`src/inc/pcab_pkg.sv`:
```
// Purpose: shared constants and types of the configuration-cycle initiator with abnormal-termination handling
// Assumes: 32-bit register port, PCI pins sampled on the 10 MHz system clock
// Notes: reserved register bits read as zero
//
// What this block does
// - config read with system error returns all ones and sets read system-error flag
// - config write with system error sets write system-error flag
// - master abort: read returns all ones; write sets write master-abort flag
// - config read ended by retry is reissued automatically until it completes
// - config write ended by retry is reissued up to a fixed build-time count
// - final permitted write retry ending in retry sets burst-write-retry flag
// - disconnect with data completes normally for reads and writes, no flag
// - read data parity error: data still delivered, read parity flag set
// - write data parity error: transaction completes, write parity flag set
// - latency timer expiry never cuts short the single data transfer
// - read target abort returns all ones and sets read target-abort flag
// - write target abort sets write target-abort flag
// - monitor bits 0..5 carry FRAME, DEVSEL, TRDY, IRDY, STOP, IDSEL
// - monitor bit 6 INTA, 7 PERR, 8 SERR, 9 REQ, 10 GNT
// - monitor bit 11 PAR, 12..43 AD[31:0], 44..47 C/BE[3:0]
// - monitor taken from buffered pins, REQ bit from its own output register; clocks and local interrupt request excluded
package pcab_pkg;
   localparam int unsigned ADDR_W = 8;
   localparam logic [7:0] REG_CFG_ADDR = 8'h00;
   localparam logic [7:0] REG_CFG_DATA = 8'h04;
   localparam logic [7:0] REG_CTRL = 8'h08;
   localparam logic [7:0] REG_STATUS = 8'h0C;
   localparam logic [7:0] REG_LAT = 8'h10;
   localparam logic [7:0] REG_RETRY = 8'h14;

   localparam int unsigned CTRL_RD_GO = 0;
   localparam int unsigned CTRL_BE_LO = 4;
   localparam int unsigned ST_BUSY = 0;
   localparam int unsigned ST_FLAGS_LO = 1;

   localparam int unsigned NUM_FLAGS = 9;
   localparam int unsigned F_RD_SERR = 0;
   localparam int unsigned F_WR_SERR = 1;
   localparam int unsigned F_WR_MABORT = 2;
   localparam int unsigned F_WR_RETRY = 3;
   localparam int unsigned F_RD_PERR = 4;
   localparam int unsigned F_WR_PERR = 5;
   localparam int unsigned F_RD_TABORT = 6;
   localparam int unsigned F_WR_TABORT = 7;
   localparam int unsigned F_LAT_EXP = 8;

   localparam logic [3:0] CMD_CFG_RD = 4'hA;
   localparam logic [3:0] CMD_CFG_WR = 4'hB;
   localparam logic [3:0] WR_RETRY_MAX = 4'h8;
   localparam logic [2:0] DEVSEL_WAIT = 3'h5;
   localparam logic [31:0] ALL_ONES = 32'hFFFF_FFFF;

   localparam logic [7:0] LAT_RST = 8'h00;
   localparam logic [3:0] BE_RST = 4'h0;
   localparam logic [47:0] PIN_RST = 48'hFFFF_FFFF_FFFF;

   localparam int unsigned MON_FRAME = 0;
   localparam int unsigned MON_DEVSEL = 1;
   localparam int unsigned MON_TRDY = 2;
   localparam int unsigned MON_IRDY = 3;
   localparam int unsigned MON_STOP = 4;
   localparam int unsigned MON_IDSEL = 5;
   localparam int unsigned MON_INTA = 6;
   localparam int unsigned MON_PERR = 7;
   localparam int unsigned MON_SERR = 8;
   localparam int unsigned MON_REQ = 9;
   localparam int unsigned MON_GNT = 10;
   localparam int unsigned MON_PAR = 11;
   localparam int unsigned MON_AD_LO = 12;
   localparam int unsigned MON_CBE_LO = 44;
   localparam int unsigned MON_W = 48;

   localparam int unsigned SY_PCLK = 0;
   localparam int unsigned SY_FRAME = 1;
   localparam int unsigned SY_IRDY = 2;
   localparam int unsigned SY_DEVSEL = 3;
   localparam int unsigned SY_TRDY = 4;
   localparam int unsigned SY_STOP = 5;
   localparam int unsigned SY_IDSEL = 6;
   localparam int unsigned SY_INTA = 7;
   localparam int unsigned SY_PERR = 8;
   localparam int unsigned SY_SERR = 9;
   localparam int unsigned SY_GNT = 10;
   localparam int unsigned SY_PAR = 11;
   localparam int unsigned SY_AD_LO = 12;
   localparam int unsigned SY_CBE_LO = 44;

   typedef enum logic [2:0] {
      S_IDLE = 3'b000,
      S_REQ = 3'b001,
      S_ADDR = 3'b010,
      S_DATA = 3'b011,
      S_TURN = 3'b100,
      S_POST = 3'b101
   } pcab_state_t;

   typedef enum logic [1:0] {
      R_OK = 2'b00,
      R_RETRY = 2'b01,
      R_TABORT = 2'b10,
      R_MABORT = 2'b11
   } pcab_res_t;
endpackage

```
`src/design/pcab_sync.sv`:
```
// Purpose: two-stage synchroniser for a vector of pin levels
// Assumes: each bit is an independent level; no multi-bit coherence
// Notes: only the second stage leaves the module
`timescale 1ns/1ps
`default_nettype none
module pcab_sync #(
   parameter int unsigned W = 48,
   parameter logic [47:0] RST_VAL = pcab_pkg::PIN_RST
) (
   input wire logic CLK,
   input wire logic RSTN,
   input wire logic [W-1:0] D,
   output logic [W-1:0] Q
);
   typedef struct packed {
      logic [W-1:0] s1;
      logic [W-1:0] s2;
   } pcab_sync_st_t;

   pcab_sync_st_t st_q;
   pcab_sync_st_t st_d;

   always_comb begin
      st_d.s1 = D;
      st_d.s2 = st_q.s1;
   end

   always_ff @(posedge CLK or negedge RSTN) begin
      if (!RSTN) begin
         st_q <= {RST_VAL[W-1:0], RST_VAL[W-1:0]};
      end else begin
         st_q <= st_d;
      end
   end

   assign Q = st_q.s2;
endmodule // pcab_sync
`default_nettype wire

```
`src/design/pcab_cfg_init.sv`:
```
// Purpose: issues single configuration reads/writes on the PCI bus and reports abnormal endings
// Assumes: PCI clock far slower than CLK; bus pins sampled after two flops
// Notes: pin outputs change a few CLK cycles after each detected PCI clock rise
//
// Implementation choices: the register addresses and the strobed register port.
`timescale 1ns/1ps
`default_nettype none
module pcab_cfg_init (
   input wire logic CLK,
   input wire logic RSTN,
   input wire logic [7:0] ADDR,
   input wire logic [31:0] WDATA,
   input wire logic WR,
   input wire logic RD,
   output logic [31:0] RDATA,
   input wire logic PCLK,
   input wire logic GNT_N,
   output logic REQ_N,
   input wire logic FRAME_N_I,
   output logic FRAME_N_O,
   output logic FRAME_N_OE,
   input wire logic IRDY_N_I,
   output logic IRDY_N_O,
   output logic IRDY_N_OE,
   input wire logic DEVSEL_N,
   input wire logic TRDY_N,
   input wire logic STOP_N,
   input wire logic IDSEL,
   input wire logic INTA_N,
   input wire logic PERR_N,
   input wire logic SERR_N,
   input wire logic PAR_I,
   output logic PAR_O,
   output logic PAR_OE,
   input wire logic [31:0] AD_I,
   output logic [31:0] AD_O,
   output logic AD_OE,
   input wire logic [3:0] CBE_N_I,
   output logic [3:0] CBE_N_O,
   output logic CBE_N_OE,
   output logic [47:0] MON
);
   typedef struct packed {
      pcab_pkg::pcab_state_t st;
      pcab_pkg::pcab_res_t res;
      logic [31:0] cfg_addr;
      logic [31:0] wdata;
      logic [31:0] rdata;
      logic [3:0] be;
      logic is_wr;
      logic [8:0] flags;
      logic [7:0] lat;
      logic [7:0] lat_cnt;
      logic [3:0] retry_cnt;
      logic [2:0] ms_cnt;
      logic serr_seen;
      logic perr_seen;
      logic pclk_d;
      logic [31:0] bus_rdata;
      logic [47:0] mon;
      logic req_n;
      logic frame_o;
      logic frame_oe;
      logic irdy_o;
      logic irdy_oe;
      logic [31:0] ad_o;
      logic ad_oe;
      logic [3:0] cbe_o;
      logic cbe_oe;
      logic par_o;
      logic par_oe;
   } pcab_cfg_st_t;

   localparam pcab_cfg_st_t ST_RST = '{
      st: pcab_pkg::S_IDLE,
      res: pcab_pkg::R_OK,
      cfg_addr: 32'h0000_0000,
      wdata: 32'h0000_0000,
      rdata: 32'h0000_0000,
      be: pcab_pkg::BE_RST,
      is_wr: 1'b0,
      flags: 9'h000,
      lat: pcab_pkg::LAT_RST,
      lat_cnt: 8'h00,
      retry_cnt: 4'h0,
      ms_cnt: 3'h0,
      serr_seen: 1'b0,
      perr_seen: 1'b0,
      pclk_d: 1'b1,
      bus_rdata: 32'h0000_0000,
      mon: pcab_pkg::PIN_RST,
      req_n: 1'b1,
      frame_o: 1'b1,
      frame_oe: 1'b0,
      irdy_o: 1'b1,
      irdy_oe: 1'b0,
      ad_o: 32'h0000_0000,
      ad_oe: 1'b0,
      cbe_o: 4'h0,
      cbe_oe: 1'b0,
      par_o: 1'b0,
      par_oe: 1'b0
   };

   pcab_cfg_st_t st_q;
   pcab_cfg_st_t st_d;
   logic [47:0] sy;

   // even parity over AD and C/BE, as driven and as checked
   function automatic logic par36(input logic [31:0] d, input logic [3:0] c);
      return ^{d, c};
   endfunction

   pcab_sync #(
      .W(48),
      .RST_VAL(pcab_pkg::PIN_RST)
   ) u_sync (
      .CLK(CLK),
      .RSTN(RSTN),
      .D({CBE_N_I, AD_I, PAR_I, GNT_N, SERR_N, PERR_N, INTA_N, IDSEL, STOP_N,
          TRDY_N, DEVSEL_N, IRDY_N_I, FRAME_N_I, PCLK}),
      .Q(sy)
   );

   always_comb begin
      logic rise;
      logic idle;
      logic [8:0] set_v;
      logic [8:0] clr_v;
      logic serr_now;
      logic perr_now;
      logic done;
      logic reissue;
      logic end_ph;
      set_v = 9'h000;
      clr_v = 9'h000;
      done = 1'b0;
      reissue = 1'b0;
      end_ph = 1'b0;
      st_d = st_q;
      rise = sy[pcab_pkg::SY_PCLK] & ~st_q.pclk_d;
      idle = (st_q.st == pcab_pkg::S_IDLE);
      serr_now = st_q.serr_seen | ~sy[pcab_pkg::SY_SERR];
      perr_now = st_q.perr_seen | (st_q.is_wr & ~sy[pcab_pkg::SY_PERR]);
      st_d.pclk_d = sy[pcab_pkg::SY_PCLK];

      // observation copy of the buffered pins and the own REQ register; nothing here feeds back
      st_d.mon[pcab_pkg::MON_FRAME] = sy[pcab_pkg::SY_FRAME];
      st_d.mon[pcab_pkg::MON_DEVSEL] = sy[pcab_pkg::SY_DEVSEL];
      st_d.mon[pcab_pkg::MON_TRDY] = sy[pcab_pkg::SY_TRDY];
      st_d.mon[pcab_pkg::MON_IRDY] = sy[pcab_pkg::SY_IRDY];
      st_d.mon[pcab_pkg::MON_STOP] = sy[pcab_pkg::SY_STOP];
      st_d.mon[pcab_pkg::MON_IDSEL] = sy[pcab_pkg::SY_IDSEL];
      st_d.mon[pcab_pkg::MON_INTA] = sy[pcab_pkg::SY_INTA];
      st_d.mon[pcab_pkg::MON_PERR] = sy[pcab_pkg::SY_PERR];
      st_d.mon[pcab_pkg::MON_SERR] = sy[pcab_pkg::SY_SERR];
      st_d.mon[pcab_pkg::MON_REQ] = st_q.req_n;
      st_d.mon[pcab_pkg::MON_GNT] = sy[pcab_pkg::SY_GNT];
      st_d.mon[pcab_pkg::MON_PAR] = sy[pcab_pkg::SY_PAR];
      st_d.mon[pcab_pkg::MON_AD_LO +: 32] = sy[pcab_pkg::SY_AD_LO +: 32];
      // clocks and the local interrupt request have no place in the vector
      st_d.mon[pcab_pkg::MON_CBE_LO +: 4] = sy[pcab_pkg::SY_CBE_LO +: 4];

      // register port: read data valid only in the cycle after RD
      st_d.bus_rdata = 32'h0000_0000;
      if (RD) begin
         unique case (ADDR)
            pcab_pkg::REG_CFG_ADDR: st_d.bus_rdata = st_q.cfg_addr;
            pcab_pkg::REG_CFG_DATA: st_d.bus_rdata = st_q.rdata;
            pcab_pkg::REG_CTRL: st_d.bus_rdata[pcab_pkg::CTRL_BE_LO +: 4] = st_q.be;
            pcab_pkg::REG_STATUS: begin
               st_d.bus_rdata[pcab_pkg::ST_BUSY] = ~idle;
               st_d.bus_rdata[pcab_pkg::ST_FLAGS_LO +: pcab_pkg::NUM_FLAGS] = st_q.flags;
            end
            pcab_pkg::REG_LAT: st_d.bus_rdata[7:0] = st_q.lat;
            pcab_pkg::REG_RETRY: st_d.bus_rdata[3:0] = st_q.retry_cnt;
            default: st_d.bus_rdata = 32'h0000_0000;
         endcase
      end

      if (WR) begin
         if (ADDR == pcab_pkg::REG_STATUS) begin
            clr_v = WDATA[pcab_pkg::ST_FLAGS_LO +: pcab_pkg::NUM_FLAGS];
         end
         if (ADDR == pcab_pkg::REG_LAT) begin
            st_d.lat = WDATA[7:0];
         end
         // set-up registers are frozen while a cycle is in flight
         if (idle) begin
            if (ADDR == pcab_pkg::REG_CFG_ADDR) begin
               st_d.cfg_addr = WDATA;
            end
            if (ADDR == pcab_pkg::REG_CTRL) begin
               st_d.be = WDATA[pcab_pkg::CTRL_BE_LO +: 4];
               if (WDATA[pcab_pkg::CTRL_RD_GO]) begin
                  st_d.is_wr = 1'b0;
                  st_d.st = pcab_pkg::S_REQ;
               end
            end
            if (ADDR == pcab_pkg::REG_CFG_DATA) begin
               st_d.wdata = WDATA;
               st_d.is_wr = 1'b1;
               st_d.st = pcab_pkg::S_REQ;
            end
            st_d.retry_cnt = 4'h0;
            st_d.serr_seen = 1'b0;
            st_d.perr_seen = 1'b0;
         end
      end

      if (rise) begin
         // PAR trails AD and C/BE by one PCI clock
         st_d.par_o = par36(st_q.ad_o, st_q.cbe_o);
         st_d.par_oe = st_q.ad_oe;
         if (!idle && st_q.st != pcab_pkg::S_REQ) begin
            st_d.serr_seen = serr_now;
         end
      end

      unique case (st_q.st)
         pcab_pkg::S_IDLE: begin
         end
         pcab_pkg::S_REQ: begin
            if (rise) begin
               if (st_q.req_n) begin
                  st_d.req_n = 1'b0;
               end else if (!sy[pcab_pkg::SY_GNT] && sy[pcab_pkg::SY_FRAME] && sy[pcab_pkg::SY_IRDY]) begin
                  st_d.req_n = 1'b1;
                  st_d.frame_o = 1'b0;
                  st_d.frame_oe = 1'b1;
                  st_d.ad_o = st_q.cfg_addr;
                  st_d.ad_oe = 1'b1;
                  st_d.cbe_o = st_q.is_wr ? pcab_pkg::CMD_CFG_WR : pcab_pkg::CMD_CFG_RD;
                  st_d.cbe_oe = 1'b1;
                  st_d.lat_cnt = st_q.lat;
                  st_d.st = pcab_pkg::S_ADDR;
               end
            end
         end
         pcab_pkg::S_ADDR: begin
            if (rise) begin
               // single data phase: FRAME drops at once, so the timer can never end it early
               st_d.frame_o = 1'b1;
               st_d.irdy_o = 1'b0;
               st_d.irdy_oe = 1'b1;
               st_d.cbe_o = st_q.be;
               st_d.ad_o = st_q.wdata;
               st_d.ad_oe = st_q.is_wr;
               st_d.ms_cnt = 3'h0;
               st_d.st = pcab_pkg::S_DATA;
            end
         end
         pcab_pkg::S_DATA: begin
            if (rise) begin
               if (st_q.lat_cnt != 8'h00) begin
                  st_d.lat_cnt = 8'(st_q.lat_cnt - 8'h01);
                  set_v[pcab_pkg::F_LAT_EXP] = (st_q.lat_cnt == 8'h01);
               end
               st_d.ms_cnt = 3'(st_q.ms_cnt + 3'h1);
               if (!sy[pcab_pkg::SY_DEVSEL] && !sy[pcab_pkg::SY_TRDY]) begin
                  // data moved; a STOP alongside is a disconnect with data
                  st_d.res = pcab_pkg::R_OK;
                  if (!st_q.is_wr) begin
                     st_d.rdata = sy[pcab_pkg::SY_AD_LO +: 32];
                  end
                  end_ph = 1'b1;
               end else if (!sy[pcab_pkg::SY_STOP] && !sy[pcab_pkg::SY_DEVSEL]) begin
                  st_d.res = pcab_pkg::R_RETRY;
                  end_ph = 1'b1;
               end else if (!sy[pcab_pkg::SY_STOP]) begin
                  st_d.res = pcab_pkg::R_TABORT;
                  end_ph = 1'b1;
               end else if (sy[pcab_pkg::SY_DEVSEL] && 3'(st_q.ms_cnt + 3'h1) == pcab_pkg::DEVSEL_WAIT) begin
                  st_d.res = pcab_pkg::R_MABORT;
                  end_ph = 1'b1;
               end
               if (end_ph) begin
                  st_d.irdy_o = 1'b1;
                  st_d.ad_oe = 1'b0;
                  st_d.cbe_oe = 1'b0;
                  st_d.st = pcab_pkg::S_TURN;
               end
            end
         end
         pcab_pkg::S_TURN: begin
            if (rise) begin
               st_d.irdy_oe = 1'b0;
               st_d.frame_oe = 1'b0;
               st_d.perr_seen = perr_now;
               if (!st_q.is_wr && st_q.res == pcab_pkg::R_OK && par36(st_q.rdata, st_q.be) != sy[pcab_pkg::SY_PAR]) begin
                  set_v[pcab_pkg::F_RD_PERR] = 1'b1;
               end
               st_d.st = pcab_pkg::S_POST;
            end
         end
         pcab_pkg::S_POST: begin
            if (rise) begin
               // system error outranks the termination seen on the bus
               if (serr_now) begin
                  if (st_q.is_wr) begin
                     set_v[pcab_pkg::F_WR_SERR] = 1'b1;
                  end else begin
                     st_d.rdata = pcab_pkg::ALL_ONES;
                     set_v[pcab_pkg::F_RD_SERR] = 1'b1;
                  end
                  done = 1'b1;
               end else begin
                  unique case (st_q.res)
                     pcab_pkg::R_OK: begin
                        set_v[pcab_pkg::F_WR_PERR] = perr_now;
                        done = 1'b1;
                     end
                     pcab_pkg::R_RETRY: begin
                        if (!st_q.is_wr) begin
                           reissue = 1'b1;
                        end else if (st_q.retry_cnt == pcab_pkg::WR_RETRY_MAX) begin
                           // the local master must issue the write again itself
                           set_v[pcab_pkg::F_WR_RETRY] = 1'b1;
                           done = 1'b1;
                        end else begin
                           st_d.retry_cnt = 4'(st_q.retry_cnt + 4'h1);
                           reissue = 1'b1;
                        end
                     end
                     pcab_pkg::R_TABORT: begin
                        if (st_q.is_wr) begin
                           set_v[pcab_pkg::F_WR_TABORT] = 1'b1;
                        end else begin
                           st_d.rdata = pcab_pkg::ALL_ONES;
                           set_v[pcab_pkg::F_RD_TABORT] = 1'b1;
                        end
                        done = 1'b1;
                     end
                     pcab_pkg::R_MABORT: begin
                        if (st_q.is_wr) begin
                           set_v[pcab_pkg::F_WR_MABORT] = 1'b1;
                        end else begin
                           st_d.rdata = pcab_pkg::ALL_ONES;
                        end
                        done = 1'b1;
                     end
                  endcase
               end
               if (reissue) begin
                  st_d.serr_seen = 1'b0;
                  st_d.perr_seen = 1'b0;
                  st_d.st = pcab_pkg::S_REQ;
               end
               if (done) begin
                  st_d.st = pcab_pkg::S_IDLE;
               end
            end
         end
         default: st_d = ST_RST;
      endcase

      // a flag raised in the same cycle as its clear survives
      st_d.flags = (st_q.flags & ~clr_v) | set_v;
   end

   always_ff @(posedge CLK or negedge RSTN) begin
      if (!RSTN) begin
         st_q <= ST_RST;
      end else begin
         st_q <= st_d;
      end
   end

   assign RDATA = st_q.bus_rdata;
   assign REQ_N = st_q.req_n;
   assign FRAME_N_O = st_q.frame_o;
   assign FRAME_N_OE = st_q.frame_oe;
   assign IRDY_N_O = st_q.irdy_o;
   assign IRDY_N_OE = st_q.irdy_oe;
   assign PAR_O = st_q.par_o;
   assign PAR_OE = st_q.par_oe;
   assign AD_O = st_q.ad_o;
   assign AD_OE = st_q.ad_oe;
   assign CBE_N_O = st_q.cbe_o;
   assign CBE_N_OE = st_q.cbe_oe;
   assign MON = st_q.mon;
endmodule // pcab_cfg_init
`default_nettype wire

```
`config.mk`:
```
export PLATFORM = sky130hd
export DESIGN_NAME = pcab_cfg_init
export DESIGN_NICKNAME = d
export VERILOG_FILES = /design/src/inc/pcab_pkg.sv /design/src/design/pcab_sync.sv /design/src/design/pcab_cfg_init.sv
export SDC_FILE = /design/constraint.sdc
export NUM_CORES = 1
export LEC_CHECK = 0
export BUFFER_PORTS_ARGS = -buffer_cell sky130_fd_sc_hd__clkbuf_2
export CAP_MARGIN = 15
export CORE_UTILIZATION = 40
export CTS_CLUSTER_SIZE = 28
export DETAILED_ROUTE_END_ITERATION = 10
export PLACE_DENSITY_LB_ADDON = 0.12
export SLEW_MARGIN = 5
export SYNTH_ARGS = -nofsm -noshare
export SYNTH_HDL_FRONTEND = slang
export SYNTH_SLANG_ARGS = --single-unit
```
`constraint.sdc`:
```
create_clock -name CLK -period 2.7 [get_ports CLK]
set_clock_uncertainty 0.05 [all_clocks]
set_input_delay 0.27 -clock CLK [delete_from_list [all_inputs] [get_ports CLK]]
set_output_delay 0.27 -clock CLK [all_outputs]
set_load 0.005 [all_outputs]
```
---- Word level (Yosys, flattened, before mapping) ----
Index checks and enable logic that the tools add are counted.
storage, ports and cells
  flip-flop bits (word level) ............. 362
  bits in latches ......................... 0
  memory bits (writable) .................. 0
  bits in read-only memories .............. 0
  output and inout bits ................... 125
  logic and storage cells ................. 282
  memories ................................ 0
cells by class
  $add $sub $neg .......................... 3
  multiply operators ...................... 0
  div/mod/pow operators ................... 0
  order comparisons ....................... 0
  equal/unequal tests ..................... 40
  shifts and indexed selects .............. 0
  multiplexer cells ....................... 139
  bitwise gates (word level) .............. 20
  reduce and logical (&&, ||, !) cells .... 50
operator list
  kind                count
  $mux 32             10
  $mux 64             3
  $pmux 32 s3         2
  $mux 38             3
  $mux 81             1
  $reduce_xor 36->1   2
  $mux 3              21
  $mux 8              7
  $pmux 22 s2         1
  $mux 1              41
  $pmux 4 s5          2
  $mux 39             1
  $mux 4              9
  $mux 2              14
  $reduce_or 4->1     7
  $pmux 8 s3          1
  $mux 22             1
  $ne 2x2->1 const B  11
  $mux 5              4
  $mux 9              2
  $pmux 1 s3          6
  $pmux 3 s6          1
  $reduce_and 3->1    6
  $reduce_and 6->1    3
  other kinds (45)    93

---- Longest topological paths before layout ----
Gate-level depths: netlist of the first run.
  depth after elaboration ................. 12
  depth in mapped cells ................... 9

---- Modules after synthesis ----
From an unflattened synthesis of the first run, not the netlist that was laid out.
second synthesis, totals
  cells, all modules ...................... 1459
  area, all modules ....................... 15493.6 um2
by module, submodules not included
  module         instances  cells each  area each (um2)  sequential area each (um2)
  pcab_cfg_init  1          1363        12971.2          6721.4
  pcab_sync      1          96          2522.4           2522.4

---- Worst setup path before layout of the first run ----
Ideal clock, no wire load.
  path type ............................... register -> register
  start ................................... register u_sync.st_q, in the netlist u_sync.Q[0]
  end ..................................... register st_q[142] in the netlist's numbering
  library setup time ...................... 123 ps
  arrival time ............................ 1777 ps
  required time ........................... 2527 ps
  slack ................................... 750 ps
  stages on the path, launching flop included .. 8
  period minus slack after synthesis ...... 1950 ps
  cells stage by stage .................... dfstp_2 > nand2b_4 > nor4_4 > nor2_2 > a311o_1 > buf_6 > o21ai_1 > o21ai_1
between the ends
  longest elaborated chain between the ends .. 3
  elaborated cells on any way between the ends .. 4
  those cells by class .................... eq/ne: 2; bitwise: 1; reduce/logical: 1
ends and longest elaborated chain
  what                                 line                  source
  start, declared                      pcab_sync.sv:20       pcab_sync_st_t st_q;
  start signal, assigned               pcab_sync.sv:30       st_q <= {RST_VAL[W-1:0], RST_VAL[W-1:0]};
  start signal, assigned               pcab_sync.sv:32       st_q <= st_d;
  $and 1x1->1 *                        pcab_cfg_init.sv:141  rise = sy[pcab_pkg::SY_PCLK] & ~st_q.pclk_d;
  $ne 2x2->1 (no source line)          --
  $reduce_and 6->1 (no source line) *  --
  end signal, assigned                 pcab_cfg_init.sv:365  st_q <= st_d;
  end, declared                        pcab_cfg_init.sv:105  pcab_cfg_st_t st_q;
Every way passes the cells marked *; elsewhere a longest branch is shown, timed or not.
A chain may end at the register's enable or synchronous reset.

---- Worst setup path in the final report of the first run ----
  start ................................... register st_q[264] in the netlist's numbering
  end ..................................... register st_q[136] in the netlist's numbering
between the ends
  longest elaborated chain between the ends .. 4
  elaborated cells on any way between the ends .. 15
  those cells by class .................... eq/ne: 10; mux: 1; bitwise: 1; reduce/logical: 3
ends and longest elaborated chain
  what                                      line                  source
  $eq 3x3->1, or another cell as far along  pcab_cfg_init.sv:220  unique case (st_q.st)
  $reduce_or 4->1 (no source line)          --
  $not 1->1 (no source line)                --
  $reduce_and 6->1 (no source line)         --
Several ways; a longest one is shown, not always the timed one.

==> flow_summary_export.csv, run 1 <==
group,metric,value,unit
status,status,"complete, no violations",
timing,tightest_slew,729,ps
timing,finalHoldViolations,0,
final_layout,mostFrequentLayoutCells,"215 x clkbuf_2, 214 x dfrtp_1, 206 x a21oi_1",
floorplanning,core,0.0379,mm²
cts,cts_tree,"done",
drt,routed_wl,40800,µm
floorplanning,row_count,71,
placed_design,io_buffers,216,
timing,finalCriticalPeriod,2230,ps
cts,cts_buffers,40,
drt,vias_per_cell,4.99,
placed_design,pre_cts_ws,474,ps
timing,max_freq,448,MHz
yosys,syn_nets,1559,
global_routing,grt_pass1_vias,11000,
power_and_ir_drop,p_leak,8.31,nW
yosys,yosysWarnings,0,
worst_setup_path,crit_path_end_kind,"flip-flop",
cts,cts_root_buf,"clkbuf_16",
worst_setup_path,rr_startpoint,"st_q[264]$_DFF_PN0_",
worst_setup_path,critPathMaxFanout,16,
final_layout,mostFrequentLayoutCell,"clkbuf_2",
final_layout,drive_gt1_share,30.0,%
cts,clk_pin_slew,60,ps
worst_setup_path,cp_data_arrival_time,2580,ps
worst_setup_path,cp-start-kind,"flip-flop",
cts,clkSinkCount,362,
global_routing,antenna_found_initial,1,
floorplanning,die_y,199,µm
min_path,hold_path.class,"input pin to flip-flop",
cts,max-clock-path-buffers,3,
global_routing,grt_pass1_wl,64000,µm
timing,slew_headroom,51.0,%
timing,rsz0062_at_grt,"false",
timing,worst_slack,467,ps
run,cap_violations,0,
yosys,syn-mean-instance-area,10.6,µm²
yosys,yosysTopAreaCell,"dfrtp_1",
yosys,synth_flop_cell,"dfrtp_1",
yosys,seq_area_frac_synth,59.5,%
placed_design,dp_hpwl,27700,µm
yosys,yosysUniqueCellTypes,54,
drt,drtIter0Drc,800,
yosys,synth_edf_count,0,
drt,drc,0,
placed_design,place_congestion,0.846,
floorplanning,io-pin-count,217,
cts,holdBufCountCts,74,
floorplanning,die_x,199,µm
drt,final_antenna_net_count,0,
min_path,whs_path_depth,3,
worst_setup_path,rr_endpoint,"st_q[136]$_DFFE_PN0P_",
min_path,hold_end,"st_q[232]$_DFFE_PN0P_",
floorplanning,dieArea,0.0396,mm²
yosys,netlist_instances,1460,
worst_setup_path,cpMaxStageDelayCell,"dfrtp_1",
global_routing,grt_overflow,0,
yosys,ys_ff_latch,362,
timing,setup_viol,0,
drt,first_pass_iters,5,
min_path,min_from,"WDATA[3]",
worst_setup_path,cp.required,3050,ps
yosys,ys_top_cells_by_area,"dfrtp_1 34%, dfstp_2 25%, a21oi_1 6.6%, buf_4 5.8%, nand2_1 4.4%",
final_layout,area_growth,20.3,%
timing,fin_setup_tns,0,ps
global_routing,grt_max_degree,87,
worst_setup_path,r2r_slack,470,ps
timing,slew_viol_final,0,
cts,post_cts_buffers,0,
drt,vias,10900,
cts,clk_latency,540,ps
drt,routedWlPerCell,18.7,µm
worst_setup_path,path_cells,"buf_4, nand2b_1, o21ai_0, a311o_1, a211oi_1, a21oi_1",
worst_setup_path,critical_path_class,"flip-flop to flip-flop",
yosys,ys_async_sr_fraction,100,%
power_and_ir_drop,peakVddDrop,0.673,mV
timing,period_share,82.7,%
cts,cts_resized,0,
cts,ctsHtreeMaxLevel,2,
yosys,yosys.area.top_type_share,34.5,%
final_layout,final_net_count,1732,
worst_setup_path,worstRegToRegCells,6,
yosys,synth_area,0.0155,mm²
final_layout,n_fill_cell,3571,
power_and_ir_drop,power,17.6,mW
power_and_ir_drop,powerDensity,941,mW/mm²
worst_setup_path,cp_slowest_stage_delay,620,ps
global_routing,grt_usage,21.1,%
floorplanning,start_util,40.9,%
[area by class of cell]
class	instances	area, µm²	share of cell area [%]
Antenna cell	1	2.50	0.0134
Clock buffer	56	1220	6.55
Clock inverter	17	278	1.49
Inverter	13	48.8	0.261
Multi-Input combinational cell	885	4970	26.6
Sequential cell	362	9240	49.5
Tap cell	511	639	3.42
Timing Repair Buffer	331	2280	12.2
[critical path: cells and delay by family (launching register included)]
kind / cells / cell delay, ps
AO/OA/AOI/OAI: 4 / 990
buffers and inverters: 1 / 240
flip-flops: 1 / 620
AND/OR/NAND/NOR: 1 / 200
[worst max path at each step]
stage / start / endpoint / slack, ps / cells after the start
after floorplan: u_sync.Q[0]$_DFF_PN1_ / st_q[142]$_DFFE_PN0P_ / 750 / 7
after global placement: st_q[139]$_DFFE_PN0P_ / st_q[139]$_DFFE_PN0P_ / 540 / 5
after detailed placement: st_q[264]$_DFF_PN0_ / st_q[136]$_DFFE_PN0P_ / 470 / 6
after CTS: st_q[264]$_DFF_PN0_ / st_q[136]$_DFFE_PN0P_ / 460 / 6
after global routing: st_q[264]$_DFF_PN0_ / st_q[140]$_DFFE_PN0P_ / 200 / 6
final: st_q[264]$_DFF_PN0_ / st_q[136]$_DFFE_PN0P_ / 470 / 6
[per-stage QoR]
stage	util (%)	std cells	instance area (µm²)	hold slack [ps]
after floorplan	-	1460	15500	-75.6
final	49.2	2176	18700	30.0
after global placement	43.3	2028	16400	186
after CTS	49.2	2175	18700	7.93
after global routing	49.2	2175	18700	19.5
after detailed placement	43.3	2028	16400	186
[logic make-up (layout without fill, tap and decap cells)]
| kind of cell | count (synthesis) | count (layout) | share of synthesized area, % |
|---|---|---|---|
| fa+ha+maj | 7 | 7 | 0.564 |
| compound gates | 344 | 344 | 12.9 |
| mux | 25 | 25 | 1.65 |
| flops | 362 | 362 | 59.5 |
| xor+xnor | 70 | 70 | 4.13 |
| simple gates | 439 | 439 | 12.6 |
| buf+inv | 213 | 417 | 8.62 |
| other cells | 0 | 1 | 0 |
[power breakdown]
group	leakage (nW)	internal, mW	switching (mW)	total, mW
Sequential	4.47	6.15	0.631	6.78
Combinational	3.09	2.31	2.43	4.74
Clock	0.744	3.84	2.22	6.06
[Yosys cell counts, types with 6 or more instances]
cell,instances
dfrtp_1,214
a21oi_1,206
nand2_1,183
dfstp_2,148
nor2_1,140
buf_4,120
a22oi_1,65
xnor2_1,59
nand2b_1,54
buf_2,35
clkbuf_1,34
o21ai_0,33
mux2i_1,20
nand3_1,16
inv_1,12
nor3_1,10
o21ai_1,9
xor2_1,9
ha_1,7
nor4_1,7
buf_6,6
[routing by layer]
layer,part of all wire (%),global-route usage [%],up-vias
met4,1.9,5.47,0
li1,-,-,5122
met3,6.3,4.76,54
met1,48,31.3,5359
met5,0,0,-
met2,44,31.1,325
[sequential cells by signal (all words and copies together) (netlist names), 4 cells and up]
signal,cells
AD_O,32
CBE_N_O,4
MON,48
RDATA,32
st_q,141
u_sync.Q,48
u_sync.st_d,48
Note: power is estimated with default switching activity, not from simulation.
==> run 2: changes to the inputs <==
==> constraint.sdc (replaced) <==
create_clock -name CLK -period 2.2 [get_ports CLK]
set_clock_uncertainty 0.05 [all_clocks]
set_input_delay 0.22 -clock CLK [delete_from_list [all_inputs] [get_ports CLK]]
set_output_delay 0.22 -clock CLK [all_outputs]
set_load 0.005 [all_outputs]
==> run 2 against run 1 <==
Against the previous run: wire length up 3.2%; setup slack worse by 350 ps; first-iteration DRC count down 9.5%; cell area up 1.2%; cell count up 1.4%; combinational power up 11%; highest routed layer unchanged.
==> flow_summary_export.csv, run 2 (same netlist as run 1, synthesis figures left out) <==
group,metric,value,unit
final_layout,mostFrequentLayoutCell,"clkbuf_2",
worst_setup_path,critPathMaxFanout,32,
drt,drtIter0Drc,724,
drt,final_antenna_net_count,0,
timing,slew_viol_final,0,
cts,clk_pin_slew,60,ps
timing,finalCriticalPeriod,2080,ps
power_and_ir_drop,p_sw_share,29.9,%
timing,finalHoldViolations,0,
final_layout,area_growth,21.8,%
drt,routed_wl,42100,µm
timing,period_share,94.5,%
final_layout,fin_area,0.0189,mm²
cts,cts_root_buf,"clkbuf_16",
timing,fin_setup_tns,0,ps
final_layout,final_net_count,1763,
timing,slew_headroom,64.6,%
drt,routedWlPerCell,19.1,µm
placed_design,io_buffers,216,
power_and_ir_drop,internal_power,14.3,mW
drt,vias,11000,
timing,setup_viol,0,
floorplanning,row_count,71,
final_layout,largest_reg_flops,141,
floorplanning,start_util,40.9,%
power_and_ir_drop,peakVddDrop,0.811,mV
final_layout,regMostFlops,"st_q",
drt,drc,0,
final_layout,n_fill_cell,3490,
drt,first_pass_iters,5,
power_and_ir_drop,power.switching,6.12,mW
power_and_ir_drop,powerDensity,1080,mW/mm²
floorplanning,die_y,199,µm
global_routing,grt_usage,21.7,%
power_and_ir_drop,combPwrFrac,25.7,%
global_routing,grt_pass1_wl,64500,µm
placed_design,pre_cts_ws,51.8,ps
status,status,"complete, no violations",
placed_design,place_congestion,0.864,
power_and_ir_drop,p_seq_share,40.5,%
timing,max_freq,481,MHz
cts,clkSinkCount,362,
power_and_ir_drop,p_leak,8.43,nW
final_layout,fin_util,49.8,%
worst_setup_path,cp_data_arrival_time,2510,ps
global_routing,antenna_found_initial,1,
cts,cts_tree,"done",
final_layout,mostFrequentLayoutCells,"215 x clkbuf_2, 214 x dfrtp_1, 206 x a21oi_1",
power_and_ir_drop,power,20.5,mW
placed_design,dp.cells,2052,
floorplanning,dieArea,0.0396,mm²
run,cap_violations,0,
drt,wl_met3,2600,µm
global_routing,grt_overflow,0,
global_routing,grt_max_degree,88,
global_routing,grt_pass1_vias,11000,
drt,met1Wirelength,20100,µm
power_and_ir_drop,clockPowerShare,33.8,%
cts,clk_latency,550,ps
cts,cts_buffers,40,
floorplanning,core,0.0379,mm²
cts,max-clock-path-buffers,3,
floorplanning,io-pin-count,217,
drt,wl_met2,18300,µm
timing,tightest_slew,532,ps
drt,vias_per_cell,4.97,
min_path,hold_path.class,"input pin to flip-flop",
floorplanning,die_x,199,µm
placed_design,placed_cell_area,0.0167,mm²
placed_design,dp_hpwl,28500,µm
timing,whs,80.3,ps
worst_setup_path,cp-start-kind,"flip-flop",
drt,top_layer_used,"met4",
final_layout,drive_gt1_share,30.7,%
cts,post_cts_buffers,0,
timing,worst_slack,121,ps
worst_setup_path,critical_path_class,"flip-flop to flip-flop",
final_layout,fin_cells,2207,
cts,ctsHtreeMaxLevel,2,
worst_setup_path,cp.required,2630,ps
worst_setup_path,crit_path_end_kind,"flip-flop",
==> run 2: changes by cell type in the layout (fill, tap and decap cells not counted), sizes merged <==
cell,delta
clkbuf,+2
clkinvlp,-1
dlygate4sd3,+6
clkinv,+3
bufinv,-3
buf,+24
==> run 2: final timing paths <==
path | startpoint | cells after the start | slack (ps) | endpoint
hold reg to reg | u_sync.st_d[1]$_DFF_PN1_ | 0 | 290 | u_sync.Q[1]$_DFF_PN1_
max in group asynchronous | RSTN | 3 | 1150 | MON[35]$_DFF_PN1_
min in group asynchronous | RSTN | 2 | 120 | FRAME_N_OE$_DFFE_PN0P_
setup reg to reg | st_q[263]$_DFF_PN0_ | 7 | 120 | st_q[168]$_DFFE_PN0P_
setup / recovery | st_q[263]$_DFF_PN0_ | 7 | 120 | st_q[168]$_DFFE_PN0P_
hold / removal | WDATA[0] | 4 | 80 | st_q[197]$_DFFE_PN0P_
==> run 2: what timing repair did <==
item | in CTS | in global routing
endpoints found under the hold margin | 348 | 0
hold buffers | 80 | 0
endpoints found under the setup margin | 0 | 13
gates resized for setup | 0 | 2
==> run 2: final cells by class <==
| class | instances | area (µm²) | share of cell area, % |
|---|---|---|---|
| timing repair buffer | 362 | 2630 | 13.9 |
| clock buffer | 57 | 1180 | 6.23 |
| clock inverter | 16 | 191 | 1.01 |
| antenna | 1 | 2.50 | 0.0132 |
| sequential | 362 | 9240 | 48.9 |
| inverter | 13 | 48.8 | 0.258 |
| tap | 511 | 639 | 3.38 |
| multi-input combinational | 885 | 4980 | 26.3 |
==> run 2: worst max-delay path: stages, from the launching register on <==
cell and delay, ps:
dfrtp_1 500, buf_4 220, nor3b_1 240, o21ai_0 190, a22oi_4 320, clkbuf_16 290, nor2_1 50, a21oi_1 110
==> run 2: per-layer routing <==
layer  vias to the layer above  GRT usage (%)
li1                       5184              -
met5                         -              0
met3                        65           4.73
met2                       305           31.0
met4                         0           7.41
met1                      5411           32.1
==> run 2: power by group through the flow <==
stage	logic (mW)	clock network (mW)	registers, mW
after detailed placement	5.16	0	8.40
final	5.26	6.92	8.29
after floorplan	4.04	0	8.11
after CTS	5.30	7.13	8.30
after global placement	5.10	0	8.37
after global routing	5.81	7.40	8.39
